==> config.mk <==
export PLATFORM = sky130hd
export DESIGN_NAME = gpd_ports
export DESIGN_NICKNAME = d
export VERILOG_FILES = /design/src/shared/gpd_pkg.sv /design/src/verilog/gpd_ports.sv /design/src/verilog/gpd_sync2.sv
export SDC_FILE = /design/constraint.sdc
export NUM_CORES = 1
export LEC_CHECK = 0
export BUFFER_PORTS_ARGS = -buffer_cell sky130_fd_sc_hd__buf_2
export CAP_MARGIN = 40
export CORE_UTILIZATION = 47
export DETAILED_ROUTE_END_ITERATION = 6
export PLACE_DENSITY_LB_ADDON = 0.15
export SLEW_MARGIN = 15
export SYNTH_ARGS = -nofsm -noshare
export SYNTH_HDL_FRONTEND = slang
export SYNTH_SLANG_ARGS = --single-unit
==> constraint.sdc <==
create_clock -name ref_clk -period 4.4 [get_ports ref_clk]
set_input_delay 0 -clock ref_clk [delete_from_list [all_inputs] [get_ports ref_clk]]
set_output_delay 0 -clock ref_clk [all_outputs]
set_load 0.005 [all_outputs]
==> src/shared/gpd_pkg.sv <==
// package for the port D/E/F pin block: register indices, field positions,
// reset values and the structs that carry the bus, the pins and peripheral signals.
// assumes an apb master with 32-bit data and 8-bit byte addresses.
package gpd_pkg;

  // register indices; byte address is four times the index
  localparam logic [5:0] IDX_PORTD_DATA = 6'h03;
  localparam logic [5:0] IDX_PORTE_DATA = 6'h08;
  localparam logic [5:0] IDX_PORTF_DATA = 6'h09;
  localparam logic [5:0] IDX_PORTD_DIR = 6'h0C;
  localparam logic [5:0] IDX_PORTE_DIR = 6'h0D;
  localparam logic [5:0] IDX_PORTF_DIR = 6'h0E;
  localparam logic [5:0] IDX_PERIPH_CTL = 6'h10;
  localparam logic [5:0] IDX_TIMER_A_MODULE_ELS = 6'h11;
  localparam logic [5:0] IDX_TIMER_B_MODULE_ELS = 6'h12;

  // peripheral control field positions
  localparam int CTL_SPI_ENABLE = 0;
  localparam int CTL_SPI_MASTER = 1;
  localparam int CTL_MODE_FAULT = 2;
  localparam int CTL_SCI_ENABLE = 3;

  // port E pin positions of shared functions
  localparam int PE_SPI_CLK = 7;
  localparam int PE_SPI_MOSI = 6;
  localparam int PE_SPI_MISO = 5;
  localparam int PE_SPI_SEL = 4;
  localparam int PE_TIMER_A_MODULE_CH0 = 2;
  localparam int PE_SCI_RX = 1;
  localparam int PE_SCI_TX = 0;
  // port F: bits 3..0 carry timer A channels 5..2, bits 5..4 timer B channels 1..0
  localparam int PF_TIMER_A_MODULE_CH2 = 0;
  localparam int PF_TIMER_B_MODULE_CH0 = 4;

  // values after reset
  localparam logic [7:0] DIR8_RST = 8'h00;
  localparam logic [6:0] DIR7_RST = 7'h00;
  localparam logic [3:0] CTL_RST = 4'h0;
  localparam logic [11:0] ELSA_RST = 12'h000;
  localparam logic [3:0] ELSB_RST = 4'h0;

  typedef struct packed {
    logic psel;
    logic penable;
    logic pwrite;
    logic [7:0] paddr;
    logic [31:0] pwdata;
    logic [3:0] pstrb;
  } gpd_apb_req_t;

  typedef struct packed {
    logic pready;
    logic [31:0] prdata;
    logic pslverr;
  } gpd_apb_rsp_t;

  typedef struct packed {
    logic [7:0] d;
    logic [7:0] e;
    logic [6:0] f;
  } gpd_pins_t;

  // drive values coming from the shared peripherals
  typedef struct packed {
    logic spiClk;
    logic spiMosi;
    logic spiMiso;
    logic sciTx;
    logic [5:0] timAOut;
    logic [5:0] timAOe;
    logic [1:0] timBOut;
    logic [1:0] timBOe;
  } gpd_periph_t;

  // a timer channel owns its pin whenever its edge/level field is non-zero
  function automatic logic chanSel(input logic [1:0] els);
    return |els;
  endfunction

endpackage

==> src/verilog/gpd_ports.sv <==
// port D direction, port E and port F pin logic behind an apb register slave.
// assumes pins are synchronous-ish levels, peripherals supply their drive values.
//
// Operation
// RULE1 - port D direction one drives pin, zero leaves input; reset clears all
// RULE2 - port D data read gives latch if direction one, else pin level
// RULE3 - data latches always accept writes; input pins read unaffected
// RULE4 - software should load latch before turning a pin to output
// RULE5 - direction registers read back last written or reset value
// RULE6 - port E data read gives latch if direction one, else pin level
// RULE7 - port E direction one drives pin, zero leaves input; reset clears all
// RULE8 - spi off: E7..E5 plain io; else spi clock, mosi, miso
// RULE9 - E4 plain io unless spi slave or master with fault detect
// RULE10 - peripheral-owned E pin ignores direction for drive, not for reads
// RULE11 - E3, E2 carry timer A channels 1, 0 when selected
// RULE12 - sci off: E1, E0 plain io; on: sci owns receive and transmit
// RULE13 - seven port F latches, untouched by reset
// RULE14 - F3..F0 carry timer A channels 5..2 when selected
// RULE15 - F5, F4 carry timer B channels 1, 0 when selected
// RULE16 - timer-owned F pin ignores direction for drive, not for reads
// RULE17 - port F data read gives latch if direction one, else pin level
// RULE18 - reset clears port F direction bits, all pins input
// RULE19 - pin levels pass a two-stage synchroniser before bus reads
//
// The implementer's own choice: register access over APB.
`timescale 1ns/10ps
module gpd_ports (
  input wire logic ref_clk,
  input wire logic rst_n,
  input wire gpd_pkg::gpd_apb_req_t apbReq,
  output gpd_pkg::gpd_apb_rsp_t apbRsp,
  input wire gpd_pkg::gpd_pins_t pinIn,
  output gpd_pkg::gpd_pins_t pinOut,
  output gpd_pkg::gpd_pins_t pinOe,
  input wire gpd_pkg::gpd_periph_t periphIn,
  output gpd_pkg::gpd_pins_t pinSync
);

  typedef struct packed {
    logic [7:0] dirD;
    logic [7:0] dirE;
    logic [6:0] dirF;
    logic [3:0] ctl;
    logic [11:0] elsA;
    logic [3:0] elsB;
    gpd_pkg::gpd_apb_rsp_t rsp;
    gpd_pkg::gpd_pins_t out;
    gpd_pkg::gpd_pins_t oe;
  } gpd_state_t;

  // data latches keep no reset, so they live apart from the reset state
  typedef struct packed {
    logic [7:0] d;
    logic [7:0] e;
    logic [6:0] f;
  } gpd_latch_t;

  gpd_state_t st_r;
  gpd_state_t st_nxt;
  gpd_latch_t lat_r;
  gpd_latch_t lat_nxt;
  logic rstSyncN;
  gpd_pkg::gpd_pins_t pinS;
  logic [5:0] idx;
  logic setupPh;
  logic wrAcc;
  logic known;
  logic [31:0] rdVal;
  logic spiEn;
  logic spiMst;
  logic sciEn;

  gpd_sync2 #(.WIDTH(1)) u_rst_sync (
    .clk(ref_clk),
    .rstN(rst_n),
    .din(1'b1),
    .dout(rstSyncN)
  );

  gpd_sync2 #(.WIDTH($bits(gpd_pkg::gpd_pins_t))) u_pin_sync (
    .clk(ref_clk),
    .rstN(rstSyncN),
    .din(pinIn),
    .dout(pinS) // [RULE19]
  );

  always_comb begin
    st_nxt = st_r;
    lat_nxt = lat_r;
    idx = apbReq.paddr[7:2];
    setupPh = apbReq.psel & !apbReq.penable;
    wrAcc = apbReq.psel & apbReq.penable & st_r.rsp.pready & apbReq.pwrite;
    spiEn = st_r.ctl[gpd_pkg::CTL_SPI_ENABLE];
    spiMst = st_r.ctl[gpd_pkg::CTL_SPI_MASTER];
    sciEn = st_r.ctl[gpd_pkg::CTL_SCI_ENABLE];
    known = 1'b1;
    rdVal = 32'h0000_0000;
    // reads choose latch or synchronised pin by direction, owned or not
    unique case (idx)
      gpd_pkg::IDX_PORTD_DATA: rdVal[7:0] = (st_r.dirD & lat_r.d) | (~st_r.dirD & pinS.d); // [RULE2]
      gpd_pkg::IDX_PORTE_DATA: rdVal[7:0] = (st_r.dirE & lat_r.e) | (~st_r.dirE & pinS.e); // [RULE6] [RULE10]
      gpd_pkg::IDX_PORTF_DATA: rdVal[6:0] = (st_r.dirF & lat_r.f) | (~st_r.dirF & pinS.f); // [RULE17] [RULE16]
      gpd_pkg::IDX_PORTD_DIR: rdVal[7:0] = st_r.dirD; // [RULE5]
      gpd_pkg::IDX_PORTE_DIR: rdVal[7:0] = st_r.dirE; // [RULE5]
      gpd_pkg::IDX_PORTF_DIR: rdVal[6:0] = st_r.dirF; // [RULE5]
      gpd_pkg::IDX_PERIPH_CTL: rdVal[3:0] = st_r.ctl;
      gpd_pkg::IDX_TIMER_A_MODULE_ELS: rdVal[11:0] = st_r.elsA;
      gpd_pkg::IDX_TIMER_B_MODULE_ELS: rdVal[3:0] = st_r.elsB;
      default: known = 1'b0;
    endcase
    // zero-wait slave: setup cycle loads the answer, access cycle shows it
    st_nxt.rsp.pready = setupPh;
    st_nxt.rsp.pslverr = setupPh & !known;
    if (setupPh) begin
      st_nxt.rsp.prdata = rdVal;
    end
    // unmapped writes are dropped; a write lands at the access edge only
    if (wrAcc && known && apbReq.pstrb[0]) begin
      unique case (idx)
        gpd_pkg::IDX_PORTD_DATA: lat_nxt.d = apbReq.pwdata[7:0]; // [RULE3]
        gpd_pkg::IDX_PORTE_DATA: lat_nxt.e = apbReq.pwdata[7:0]; // [RULE3]
        gpd_pkg::IDX_PORTF_DATA: lat_nxt.f = apbReq.pwdata[6:0]; // [RULE3] [RULE13]
        gpd_pkg::IDX_PORTD_DIR: st_nxt.dirD = apbReq.pwdata[7:0]; // [RULE5]
        gpd_pkg::IDX_PORTE_DIR: st_nxt.dirE = apbReq.pwdata[7:0]; // [RULE5]
        gpd_pkg::IDX_PORTF_DIR: st_nxt.dirF = apbReq.pwdata[6:0]; // [RULE5]
        gpd_pkg::IDX_PERIPH_CTL: st_nxt.ctl = apbReq.pwdata[3:0];
        gpd_pkg::IDX_TIMER_A_MODULE_ELS: st_nxt.elsA[7:0] = apbReq.pwdata[7:0];
        gpd_pkg::IDX_TIMER_B_MODULE_ELS: st_nxt.elsB = apbReq.pwdata[3:0];
        default: st_nxt.rsp.pslverr = 1'b0;
      endcase
    end
    if (wrAcc && idx == gpd_pkg::IDX_TIMER_A_MODULE_ELS && apbReq.pstrb[1]) begin
      st_nxt.elsA[11:8] = apbReq.pwdata[11:8];
    end
    // port D: plain io only
    st_nxt.out.d = lat_r.d;
    st_nxt.oe.d = st_r.dirD; // [RULE1]
    // port E: latch and direction unless a peripheral owns the pin
    st_nxt.out.e = lat_r.e;
    st_nxt.oe.e = st_r.dirE; // [RULE7]
    if (spiEn) begin
      // master drives clock and mosi, slave drives miso [RULE8] [RULE10]
      st_nxt.out.e[gpd_pkg::PE_SPI_CLK] = periphIn.spiClk;
      st_nxt.oe.e[gpd_pkg::PE_SPI_CLK] = spiMst;
      st_nxt.out.e[gpd_pkg::PE_SPI_MOSI] = periphIn.spiMosi;
      st_nxt.oe.e[gpd_pkg::PE_SPI_MOSI] = spiMst;
      st_nxt.out.e[gpd_pkg::PE_SPI_MISO] = periphIn.spiMiso;
      st_nxt.oe.e[gpd_pkg::PE_SPI_MISO] = !spiMst;
      // select pin is an input unless master without fault detect [RULE9]
      if (!spiMst || st_r.ctl[gpd_pkg::CTL_MODE_FAULT]) begin
        st_nxt.oe.e[gpd_pkg::PE_SPI_SEL] = 1'b0;
      end
    end
    for (int k = 0; k < 2; k++) begin
      if (gpd_pkg::chanSel(st_r.elsA[2*k +: 2])) begin
        st_nxt.out.e[gpd_pkg::PE_TIMER_A_MODULE_CH0 + k] = periphIn.timAOut[k]; // [RULE11]
        st_nxt.oe.e[gpd_pkg::PE_TIMER_A_MODULE_CH0 + k] = periphIn.timAOe[k]; // [RULE10]
      end
    end
    if (sciEn) begin
      st_nxt.oe.e[gpd_pkg::PE_SCI_RX] = 1'b0; // [RULE12]
      st_nxt.out.e[gpd_pkg::PE_SCI_TX] = periphIn.sciTx;
      st_nxt.oe.e[gpd_pkg::PE_SCI_TX] = 1'b1; // [RULE12]
    end
    // port F: timer A channels 5..2 on bits 3..0, timer B on bits 5..4
    st_nxt.out.f = lat_r.f;
    st_nxt.oe.f = st_r.dirF;
    for (int k = 0; k < 4; k++) begin
      if (gpd_pkg::chanSel(st_r.elsA[2*(k+2) +: 2])) begin
        st_nxt.out.f[gpd_pkg::PF_TIMER_A_MODULE_CH2 + k] = periphIn.timAOut[k+2]; // [RULE14]
        st_nxt.oe.f[gpd_pkg::PF_TIMER_A_MODULE_CH2 + k] = periphIn.timAOe[k+2]; // [RULE16]
      end
    end
    for (int k = 0; k < 2; k++) begin
      if (gpd_pkg::chanSel(st_r.elsB[2*k +: 2])) begin
        st_nxt.out.f[gpd_pkg::PF_TIMER_B_MODULE_CH0 + k] = periphIn.timBOut[k]; // [RULE15]
        st_nxt.oe.f[gpd_pkg::PF_TIMER_B_MODULE_CH0 + k] = periphIn.timBOe[k]; // [RULE16]
      end
    end
  end

  always_ff @(posedge ref_clk or negedge rstSyncN) begin
    if (!rstSyncN) begin
      st_r <= '0;
      st_r.dirD <= gpd_pkg::DIR8_RST; // [RULE1]
      st_r.dirE <= gpd_pkg::DIR8_RST; // [RULE7]
      st_r.dirF <= gpd_pkg::DIR7_RST; // [RULE18]
      st_r.ctl <= gpd_pkg::CTL_RST;
      st_r.elsA <= gpd_pkg::ELSA_RST;
      st_r.elsB <= gpd_pkg::ELSB_RST;
    end else begin
      st_r <= st_nxt;
    end
  end

  // no reset here: latch contents survive a chip reset
  always_ff @(posedge ref_clk) begin
    lat_r <= lat_nxt; // [RULE13]
  end

  assign apbRsp = st_r.rsp;
  assign pinOut = st_r.out;
  assign pinOe = st_r.oe;
  assign pinSync = pinS;
endmodule

==> src/verilog/gpd_sync2.sv <==
// two-stage synchroniser for a vector of levels.
// assumes rstN is already synchronous to clk where data, not reset, is passed.
`timescale 1ns/10ps
module gpd_sync2 #(
  parameter int WIDTH = 1
) (
  input wire logic clk,
  input wire logic rstN,
  input wire logic [WIDTH-1:0] din,
  output logic [WIDTH-1:0] dout
);

  typedef struct packed {
    logic [WIDTH-1:0] stage1;
    logic [WIDTH-1:0] stage2;
  } gpd_sync_st_t;

  gpd_sync_st_t st_r;
  gpd_sync_st_t st_nxt;

  // stage1 feeds stage2 only, nothing else looks at it
  always_comb begin
    st_nxt = st_r;
    st_nxt.stage1 = din;
    st_nxt.stage2 = st_r.stage1;
  end

  always_ff @(posedge clk or negedge rstN) begin
    if (!rstN) begin
      st_r <= '0;
    end else begin
      st_r <= st_nxt;
    end
  end

  assign dout = st_r.stage2;

endmodule

## After elaboration in Yosys (flattened, before gate mapping)

Index checks and enable logic that the tools add are counted.

- Register bits: 174
- Output and inout port bits: 103
- Logic and storage cells: 103

- Bitwise logic cells: 17
- Reduce and logical (&&, ||, !) cells: 26
- Equal/unequal tests: 9
- Mux-type cells: 28

Operator list:

| cell | number |
|---|---|
| case mux 4 bit (9 select lines) | 1 |
| AND 8 bit | 4 |
| equality test 6 x 4 -> 1 bit, second input constant | 5 |
| two-way mux 1 bit | 21 |
| case mux 3 bit (7 select lines) | 1 |
| equality test 6 x 5 -> 1 bit, second input constant | 3 |
| AND reduction 2 bit | 9 |
| NOT 8 bit | 2 |
| bitwise OR 8 bit | 2 |
| OR reduction 2 bit | 8 |
| AND 7 bit | 2 |
| OR reduction 9 bit | 1 |
| two-way mux 4 bit | 2 |
| NOT 7 bit | 1 |
| bitwise OR 7 bit | 1 |
| equality test 6 x 2 -> 1 bit, second input constant | 1 |
| AND 1 bit | 5 |
| case mux 1 bit (5 select lines) | 1 |
| logical AND 1 bit | 4 |
| logical NOT 1 bit | 3 |
| two-way mux 3 bit | 1 |
| two-way mux 2 bit | 1 |
| logical OR 1 bit | 1 |

## Longest topological paths before layout

Gate-level depths: netlist (run 1).

- Depth in word-level cells: 7
- Gate-level depth with buffers: 7
- Gate-level depth less buffers: 5

## Modules after synthesis

From an unflattened synthesis (run 1), not the netlist that was laid out.

- Cell total of the unflattened synthesis: 528
- Area total of the unflattened synthesis: 7058.0 um^2

By module, submodules not included:

| module | area an instance (um^2) | sequential area each (um^2) | cells an instance | times used |
|---|---|---|---|---|
| gpd_ports | 5856.9 | 3268.1 | 480 | 1 |
| gpd_sync2 at u_pin_sync | 1151.1 | 1151.1 | 46 | 1 |
| gpd_sync2 at u_rst_sync | 50.0 | 50.0 | 2 | 1 |

## Worst setup path before layout (run 1)

No wires, ideal clock.

- Path kind: input -> register
- From: input port apbReq[41] (netlist bit)
- To: register lat_r[10] (netlist bit) (enable)
- Slack: 2.610 ns
- Arrival: 1.419 ns
- Path buffers: 1
- Setup time: 0.370 ns
- Data required time: 4.030 ns
- Cell stages on the path: 6
- Cells stage by stage: buf_2 or3b_2 a21oi_1 o31a_1 nand2_1 nor2_1

- Word-level cells in the longest chain between the ends: 6
- Elaborated cells between the ends (all ways): 14
- Those cells by class: eq/ne: 9; mux: 1; reduce/logical: 4

RTL lines:

| item | RTL line | text |
|---|---|---|
| start, declared | gpd_ports.sv:30 | `input wire gpd_pkg::gpd_apb_req_t apbReq,` |
| equality test 6 x 5 -> 1 bit (tied with other cells) | gpd_ports.sv:99 | `unique case (idx)` |
| OR reduction 9 bit (no line) | - |  |
| two-way mux 1 bit | gpd_ports.sv:99 |  |
| logical AND 1 bit (2 in series) | gpd_ports.sv:118 | `if (wrAcc && known && apbReq.pstrb[0]) begin` |
| AND reduction 2 bit (no line) * | - |  |
| end signal, assigned | gpd_ports.sv:198 | `lat_r <= lat_nxt;` |
| end, declared | gpd_ports.sv:60 | `gpd_latch_t lat_r;` |

Every way passes the cells marked *; elsewhere a longest branch is shown, timed or not.
A chain may end at the register's enable or synchronous reset.

## Worst setup path in the final report (run 1)

- From: register st_r, in the netlist apbRsp[33]
- To: register lat_r[14] (netlist bit) (enable)

- Word-level cells in the longest chain between the ends: 5

RTL lines:

| item | RTL line | text |
|---|---|---|
| start, declared | gpd_ports.sv:58 | `gpd_state_t st_r;` |
| start signal, assigned | gpd_ports.sv:192 | `st_r <= st_nxt;` |
| AND 1 bit (2 in series) | gpd_ports.sv:92 | `wrAcc = apbReq.psel & apbReq.penable & st_r.rsp.pready & apbReq.pwrite;` |
| logical AND 1 bit (2 in series) | gpd_ports.sv:118 |  |
| AND reduction 2 bit (no line) | - |  |

Every way passes these cells.

==> results of run 1 <==
-- synth_stat cells, types with 3 or more instances --
cell | count | area (um^2)
nand2b_1 | 4 | 25.02
buf_4 | 82 | 615.6
nor3b_1 | 3 | 22.52
a32oi_1 | 4 | 35.03
a211oi_1 | 3 | 22.52
and2_1 | 5 | 31.28
a221oi_1 | 3 | 26.28
clkbuf_1 | 5 | 18.77
nand3_1 | 13 | 65.06
a22o_1 | 3 | 26.28
edfxtp_1 | 23 | 690.7
a21oi_1 | 9 | 45.04
nand2_1 | 19 | 71.32
inv_1 | 8 | 30.03
buf_2 | 8 | 40.04
and3_1 | 6 | 37.54
nor2_1 | 19 | 71.32
mux2i_1 | 16 | 160.2
a31oi_1 | 3 | 18.77
o21ai_0 | 10 | 50.05
mux2_2 | 67 | 754.5
dfrtp_1 | 151 | 3779
-- cell type report --
cell class	count	area, um^2
fillers	1185	5971
clock buffers	17	425.4
clock inverters	15	125.1
well taps	184	230.2
inverters	8	30.03
multi-input cells	250	1893
repair buffers	214	1386
flip-flops and latches	174	4473
-- layer usage --
metal	GRT usage [%]	routed length, um	up-vias
met1	28.85	6895	2171
met2	35.19	7738	151
li1	-	-	1999
met5	0	0	-
met4	7.440	179	0
met3	5.815	941	14
-- worst max-delay path, stage by stage, from the launching register on --
cell and delay [ns]:
dfrtp_1 0.34, and4_1 0.21, and2_1 0.32, nand2_1 0.16
nor2_1 0.49, buf_4 0.27
-- path summary, 6_finish.rpt --
kind	startpoint	end	slack, ns	cells past startpoint
setup / recovery	apbRsp[33]$_DFF_PN0_	lat_r[14]$_DFFE_PP_	2.34	5
hold / removal	apbReq[1]	st_r[95]$_DFFE_PN0P_	0.02	3
setup reg to reg	apbRsp[33]$_DFF_PN0_	lat_r[14]$_DFFE_PP_	2.34	5
hold reg to reg	u_rst_sync.dout$_DFF_PN0_	u_pin_sync.st_nxt[18]$_DFF_PN0_	0.27	0
max in group asynchronous	u_rst_sync.dout$_DFF_PN0_	apbRsp[1]$_DFFE_PN0P_	3.00	2
min in group asynchronous	u_rst_sync.dout$_DFF_PN0_	u_pin_sync.st_nxt[18]$_DFF_PN0_	0.27	0
-- logic make-up after synthesis --
kind of cell,Yosys count,share of synthesized area [%]
DFF,174,63.79
and+or+nand+nor,95,7.697
xor gates and xnor gates,1,0.1250
AOI/OAI and AO/OA,50,5.018
muxes,83,13.05
other,2,0.1072
buffers and inverters,104,10.21
-- flip-flops by register name (all words and copies together), names as in the netlist --
register / cells
apbRsp: 14
st_nxt: 9
pinOut: 23
u_rst_sync.st_nxt: 1
u_pin_sync.dout: 23
spiMst: 1
u_pin_sync.st_nxt: 23
spiEn: 1
lat_r: 23
sciEn: 1
pinOe: 23
u_rst_sync.dout: 1
st_r: 31
-- power breakdown --
group          internal, mW  leakage [nW]  switching [mW]
registers              1.66          2.14          0.0215
clock network         0.741         0.266           0.669
logic                0.0923          1.71          0.0914
-- repair_timing --
item,4_1_cts,5_1_grt
setup buffers,0,0
setup endpoints to repair,0,0
hold buffers,57,0
hold endpoints to repair,111,0
-- stage by stage --
stage | hold slack (ns) | power (mW) | instances | setup WS (ns)
after floorplan | -0.2956 | 1.802 | 528 | 1.897
after global placement | -0.2147 | 1.858 | 770 | 2.028
after detailed placement | -0.2140 | 1.864 | 773 | 2.015
after CTS | 0.004273 | 3.317 | 862 | 2.334
after global routing | 0.04130 | 3.408 | 862 | 2.264
final | 0.02383 | 3.278 | 862 | 2.337
==> impl_metrics.yaml, run 1 <==
yosys:
  ys_seq_elements: 174
  synthFlopType: "dfrtp_1"
  syn-cell-area_um2: 7007
  yosysWarnings: 0
  syn_inst: 509
  yosysSeqAreaShare_pct: 63.79
  avgSynthCellArea_um2: 13.77
  synthDistinctLibCells: 58
  synth_edf_count: 23
  synthArstFlopShare_pct: 86.78
timing:
  drv_slew: 0
  finalSetupViolations: 0
  tns_ns: 0
  worst_pin_slew_ns: 0.7207
  relSlewSlack_pct: 51.96
  final-hold-violation-count: 0
  post-route-period-util_pct: 46.89
  rsz0062_at_grt: "no"
  skew_ns: 0.008025
  period_minus_slack_ns: 2.063
  fmax_ghz: 0.4847
cts:
  cts_tree: "yes"
  max-clock-path-buffers: 2
  ctsHtreeMaxLevel: 4
  cts.sinks: 174
  cts_resized: 0
  root_buffer: "clkbuf_16"
  path_clk_slew_ns: 0.07
  clock_latency_ns: 0.43
  numCtsBuffers: 17
run_status:
  status: "complete, no violations"
place:
  placed_area_um2: 7442
  port-buffer-count: 150
  globalplace.congestion: 0.8674
  dp_hpwl_um: 10770
power:
  powerDensity_nw_per_um2: 382.8
  p_leak_nw: 4.118
  vdd_ir_drop_max_v: 0.0002900
worst_setup_path:
  worstPathArrival_ns: 2.21
  critPathKind: "reg2reg"
  endpoint_kind: "flop"
  cp-start-kind: "flop"
  cp_max_fo: 7
  required_ns: 4.54
route:
  drc: 0
  vias: 4335
  drt-wirelength-per-cell_um: 18.28
  firstDrtPassIters: 4
  ant_nets: 0
  viasPerCell: 5.029
  wl_um: 15760
  initialDrtViolationCount: 225
grt:
  grt_max_degree: 45
  grt_pass1_wl_um: 23850
  grt_overflow_total: 0
  first_global_vias: 4373
  grt_usage_pct: 21.94
  antenna_found_initial: 0
finish:
  diodes: 0
  layout_common_cells: "150 x dfrtp_1, 150 x buf_2, 67 x mux2_2"
  nNetsFinal: 757
  area_delta_synth_final_pct: 22.21
  design_area_um2: 8563
  fin_util_pct: 58.92
  final_layout_size_suffix_gt1_share_pct: 39.38
floorplan:
  design.portCount: 195
  rows: 44
  die_h_um: 124.1
  core_area_um2: 14530
  die_area_um2: 15400
  start_util_pct: 48.21
  die_w_um: 124.1
worst_hold_path:
  hold_path_class: "in2reg"
run:
  maxCapViolations: 0
No activity file was read; power rests on OpenSTA's default activity.
==> run 2: changes to the inputs <==
--- a/config.mk
+++ b/config.mk
@@ -7,7 +7,7 @@
 export LEC_CHECK = 0
 export BUFFER_PORTS_ARGS = -buffer_cell sky130_fd_sc_hd__buf_2
 export CAP_MARGIN = 40
-export CORE_UTILIZATION = 47
+export CORE_UTILIZATION = 52
 export DETAILED_ROUTE_END_ITERATION = 6
 export PLACE_DENSITY_LB_ADDON = 0.15
 export SLEW_MARGIN = 15
==> constraint.sdc (replaced) <==
create_clock -name ref_clk -period 1.9 [get_ports ref_clk]
set_input_delay 0 -clock ref_clk [delete_from_list [all_inputs] [get_ports ref_clk]]
set_output_delay 0 -clock ref_clk [all_outputs]
set_load 0.005 [all_outputs]
==> run 2 against run 1 <==
Net effect:
- fmax rose by 20%
- clock power rose by 130%
- final area rose by 1.4%
- power rose by 130%
- via count rose by 3.7%
- hold slack improved by 0.041 ns
- cell count rose by 1.3%
- core utilization rose by 6.9 points
- die area fell by 9.5%
==> impl_metrics.yaml, run 2 (synthesized netlist as in run 1, its figures left out) <==
run_status:
  status: "complete, no violations"
worst_setup_path:
  endpoint_kind: "flop"
  worstPathCellList: "and4_1 -> and2_1 -> nand2_1 -> nor2_1 -> buf_4"
  cp_top_family: "simple AND/OR/NAND/NOR gates"
  slowest_stage: "dfrtp_1"
  r2r_start: "apbRsp[33]$_DFF_PN0_"
  slowest_delay_ns: 0.34
  crit_start: "apbRsp[33]$_DFF_PN0_"
  worstPathArrival_ns: 1.84
  critPathKind: "reg2reg"
  cp_max_fo: 7
  required_ns: 2.02
  cp-start-kind: "flop"
  critical_path_buf_inv_count: 1
timing:
  period_minus_slack_ns: 1.715
  drv_slew: 0
  post-route-worst-setup-slack_ns: 0.1848
  finalSetupViolations: 0
  relSlewSlack_pct: 66.94
  rsz0062_at_grt: "no"
  post-route-period-util_pct: 90.27
  fmax_ghz: 0.5830
  tns_ns: 0
  whs_ns: 0.06521
  skew_ns: 0.01102
  worst_pin_slew_ns: 0.4834
  final-hold-violation-count: 0
cts:
  ctsHtreeMaxLevel: 4
  clock_latency_ns: 0.43
  max-clock-path-buffers: 2
  post_cts.repair.setup_buffers: 0
  cts_tree: "yes"
  cts.sinks: 174
  numCtsBuffers: 17
  root_buffer: "clkbuf_16"
  cts_resized: 0
  cts-hold-fix-buffers: 57
  path_clk_slew_ns: 0.06
power:
  internal-power_mw: 5.941
  p_leak_nw: 4.207
  p_clk_share_pct: 42.6
  pwr-share-seq_pct: 51.5
  powerDensity_nw_per_um2: 870.7
  p_sw_mw: 1.621
  vdd_ir_drop_max_v: 0.0005288
  switching_share_pct: 21.44
  p_comb_share_pct: 5.9
worst_hold_path:
  hold_path_class: "in2reg"
  min_from: "apbReq[1]"
grt:
  antenna_found_initial: 0
  grt_overflow_total: 0
  grt_usage_pct: 23.95
  grt_max_degree: 44
  grt_pass1_wl_um: 24750
  first_global_vias: 4604
finish:
  area_delta_synth_final_pct: 23.96
  layout_common_cells: "150 x dfrtp_1, 150 x buf_2, 67 x mux2_2"
  largest-register: "st_r"
  design_area_um2: 8686
  fin_util_pct: 65.85
  fillCellCount: 995
  nNetsFinal: 776
  largest_reg_flops: 31
  final_layout_size_suffix_gt1_share_pct: 40.32
  diodes: 0
floorplan:
  start_util_pct: 53.12
  design.portCount: 195
  core_area_um2: 13190
  die_h_um: 118.1
  die_w_um: 118.1
  rows: 42
  die_area_um2: 13940
place:
  port-buffer-count: 150
  globalplace.congestion: 0.8937
  pre_cts_slack_ns: 0.08673
  dp_hpwl_um: 10880
  placed_area_um2: 7575
route:
  drc: 0
  initialDrtViolationCount: 277
  vias: 4495
  wl_um: 15760
  firstDrtPassIters: 5
  viasPerCell: 5.149
  drt-wirelength-per-cell_um: 18.05
  ant_nets: 0
run:
  maxCapViolations: 0
-- run 2: cell types whose count changed in the layout (fill, tap and decap cells not counted), sizes merged --
| cell | before | now |
|---|---|---|
| bufinv | 0 | 1 |
| clkinvlp | 3 | 2 |
| clkbuf | 17 | 25 |
| clkinv | 3 | 4 |
| buf | 157 | 176 |
| inv | 17 | 8 |
-- run 2: tightest hold or removal path, cell delays in order --
cell and delay, ns:
buf_2 0.10, nand3_1 0.17, mux2_2 0.19
-- run 2: final timing paths --
| check | slack [ns] | cells past startpoint | endpoint |
|---|---|---|---|
| worst min-delay path | 0.07 | 3 | st_r[92]$_DFFE_PN0P_ |
| worst min register to register | 0.15 | 0 | st_nxt[6]$_DFFE_PN0P_ |
| worst max register to register | 0.18 | 5 | lat_r[16]$_DFFE_PP_ |
| max in group asynchronous | 1.06 | 1 | u_pin_sync.dout[20]$_DFF_PN0_ |
| min in group asynchronous | 0.15 | 0 | st_nxt[6]$_DFFE_PN0P_ |
| worst max-delay path | 0.18 | 5 | lat_r[16]$_DFFE_PP_ |
-- run 2: through the flow --
stage,power [mW],std cells
floorplan,4.172,528
global placement,4.317,784
detailed placement,4.328,784
CTS,7.615,873
global route,7.828,873
finish,7.563,873
-- run 2: layer usage --
layer,wire length (um),share of wire (%),GRT usage [%],vias to the layer above
met5,0,0,0,-
met2,7498,48,37.32,188
met1,7072,45,32.36,2235
met4,277,1.8,9.295,0
li1,-,-,-,2049
met3,914,5.8,6.056,23
-- run 2: final cells by class --
class | count | area, um^2 | area share, %
flip-flops and latches | 174 | 4473 | 51.50
multi-input cells | 250 | 1893 | 21.79
repair buffers | 233 | 1529 | 17.60
clock buffers | 25 | 475.5 | 5.474
well taps | 176 | 220.2 | 2.535
clock inverters | 7 | 65.06 | 0.7491
inverters | 8 | 30.03 | 0.3457
-- run 2: power groups by stage --
stage               registers [mW]  clock network (mW)  logic [mW]
floorplan                     4.00                   0       0.175
global placement              3.96                   0       0.354
detailed placement            3.97                   0       0.363
CTS                           3.90                3.27       0.452
global route                  3.90                3.43       0.499
finish                        3.89                3.22       0.449
==> run 3: changes to the inputs <==
--- a/config.mk
+++ b/config.mk
@@ -7,8 +7,9 @@
 export LEC_CHECK = 0
 export BUFFER_PORTS_ARGS = -buffer_cell sky130_fd_sc_hd__buf_2
 export CAP_MARGIN = 40
-export CORE_UTILIZATION = 52
+export CORE_UTILIZATION = 40
 export DETAILED_ROUTE_END_ITERATION = 6
+export GPL_TIMING_DRIVEN = 0
 export PLACE_DENSITY_LB_ADDON = 0.15
 export SLEW_MARGIN = 15
 export SYNTH_ARGS = -nofsm -noshare
==> run 3 against run 2 <==
Net effect:
- worst setup slack worse by 0.080 ns
- sequential power about the same
- power up 8.2%
- largest power group unchanged
- die area up 29%
- clock-buffer cell count down 4
- register-to-register slack worse by 0.08 ns
- clock power up 17%
- critical path depth down 1
- combinational power up 12%
- clock skew down 0.0025 ns
- cell count up 14%
- sequential share of layout area down 4.3 points
==> impl_metrics.yaml, run 3 (synthesized netlist as in run 1, its figures left out) <==
worst_setup_path:
  worstPathArrival_ns: 2.10
  critPathKind: "reg2reg"
  r2r_setup_slack_ns: 0.10
  cp-start-kind: "flop"
  endpoint_kind: "flop"
  cp_max_fo: 8
  crit_start: "apbRsp[33]$_DFF_PN0_"
  r2r_start: "apbRsp[33]$_DFF_PN0_"
  required_ns: 2.21
place:
  place_inst: 905
  pre_cts_slack_ns: -0.4663
  dp_hpwl_um: 11980
  globalplace.congestion: 0.8233
  placed_area_um2: 8178
  port-buffer-count: 149
floorplan:
  start_util_pct: 40.79
  design.portCount: 195
  core_area_um2: 17180
  die_area_um2: 18050
  rows: 48
  die_h_um: 134.4
  die_w_um: 134.4
power:
  p_leak_nw: 4.660
  powerDensity_nw_per_um2: 863.8
  vdd_ir_drop_max_v: 0.0006162
  p_clk_share_pct: 46.1
  internal-power_mw: 6.491
  pwr-share-seq_pct: 47.8
  p_sw_mw: 1.690
  switching_share_pct: 20.66
  p_comb_share_pct: 6.1
timing:
  post-route-period-util_pct: 94.50
  worst_pin_slew_ns: 0.6315
  finalSetupViolations: 0
  rsz0062_at_grt: "no"
  drv_slew: 0
  relSlewSlack_pct: 57.90
  period_minus_slack_ns: 1.795
  tns_ns: 0
  whs_ns: 0.05604
  post-route-worst-setup-slack_ns: 0.1046
  final-hold-violation-count: 0
  skew_ns: 0.008565
  fmax_ghz: 0.5570
route:
  firstDrtPassIters: 4
  vias: 4679
  viasPerCell: 4.688
  drc: 0
  wl_um: 17470
  initialDrtViolationCount: 202
  ant_nets: 0
  drt-wirelength-per-cell_um: 17.50
cts:
  root_buffer: "clkbuf_16"
  numCtsBuffers: 17
  max-clock-path-buffers: 2
  path_clk_slew_ns: 0.07
  cts_tree: "yes"
  clock_latency_ns: 0.42
  cts.sinks: 174
  ctsHtreeMaxLevel: 4
finish:
  largest_reg_flops: 31
  area_delta_synth_final_pct: 35.18
  largest-register: "st_r"
  final_layout_size_suffix_gt1_share_pct: 46.70
  layout_commonest_cell: "buf_2"
  design_area_um2: 9472
  nNetsFinal: 852
  fin_cells: 998
  layout_common_cells: "157 x buf_2, 150 x dfrtp_1, 85 x buf_4"
  diodes: 0
run_status:
  status: "complete, no violations"
grt:
  antenna_found_initial: 0
  grt_overflow_total: 0
  grt_pass1_wl_um: 27050
  first_global_vias: 4811
  grt_max_degree: 60
  grt_usage_pct: 20.51
run:
  maxCapViolations: 0
worst_hold_path:
  hold_path_class: "in2reg"
  min_from: "apbReq[1]"
==> run 3: metrics by stage <==
stage	utilization [%]	power (mW)
CTS	55.00	8.275
floorplan	-	4.172
global placement	47.21	4.369
global route	55.14	8.472
finish	55.14	8.181
detailed placement	47.61	4.395
==> run 3: routing by layer <==
| metal | GRT usage (%) | wire, um |
|---|---|---|
| met5 | 0 | 0 |
| met4 | 7.428 | 242 |
| met2 | 33.39 | 8603 |
| met1 | 27.23 | 7625 |
| met3 | 4.082 | 993 |
==> run 3: timing repair <==
action / CTS / global route
pin swaps: 1 / 1
buffers inserted: 2 / 3
gates resized for setup: 6 / 1
endpoints found under the hold margin: 111 / 0
hold buffers: 57 / 0
endpoints found under the setup margin: 39 / 5
==> run 3: power by group through the flow <==
stage / sequential (mW) / combinational, mW / clock, mW
final: 3.91 / 0.501 / 3.77
after global routing: 3.92 / 0.552 / 4.00
after CTS: 3.91 / 0.506 / 3.86
after detailed placement: 3.98 / 0.414 / 0
after global placement: 4.02 / 0.349 / 0
after floorplan: 4.00 / 0.175 / 0
==> run 3: critical path, cell delays in order (launching register included) <==
cell and delay, ns:
dfrtp_1 0.37, and4_1 0.21, and2_2 0.27, nand2_1 0.42, mux2_2 0.41
==> run 3: cell type report <==
cell class / instances / area [um^2]
fill: 1487 / 7705
sequential: 174 / 4473
multi-input combinational: 250 / 1919
timing repair buffer: 214 / 1445
buffer: 95 / 681.9
clock buffer: 21 / 450.4
tap: 225 / 281.5
clock inverter: 11 / 190.2
inverter: 8 / 30.03
==> run 3: path summary, 6_finish.rpt <==
path / to / cells after the start
setup / recovery: st_r[89]$_DFFE_PN0P_ / 4
hold / removal: st_r[93]$_DFFE_PN0P_ / 3
setup reg to reg: st_r[89]$_DFFE_PN0P_ / 4
hold reg to reg: u_pin_sync.st_nxt[21]$_DFF_PN0_ / 0
max in group asynchronous: st_r[112]$_DFFE_PN0P_ / 1
min in group asynchronous: u_pin_sync.st_nxt[21]$_DFF_PN0_ / 0
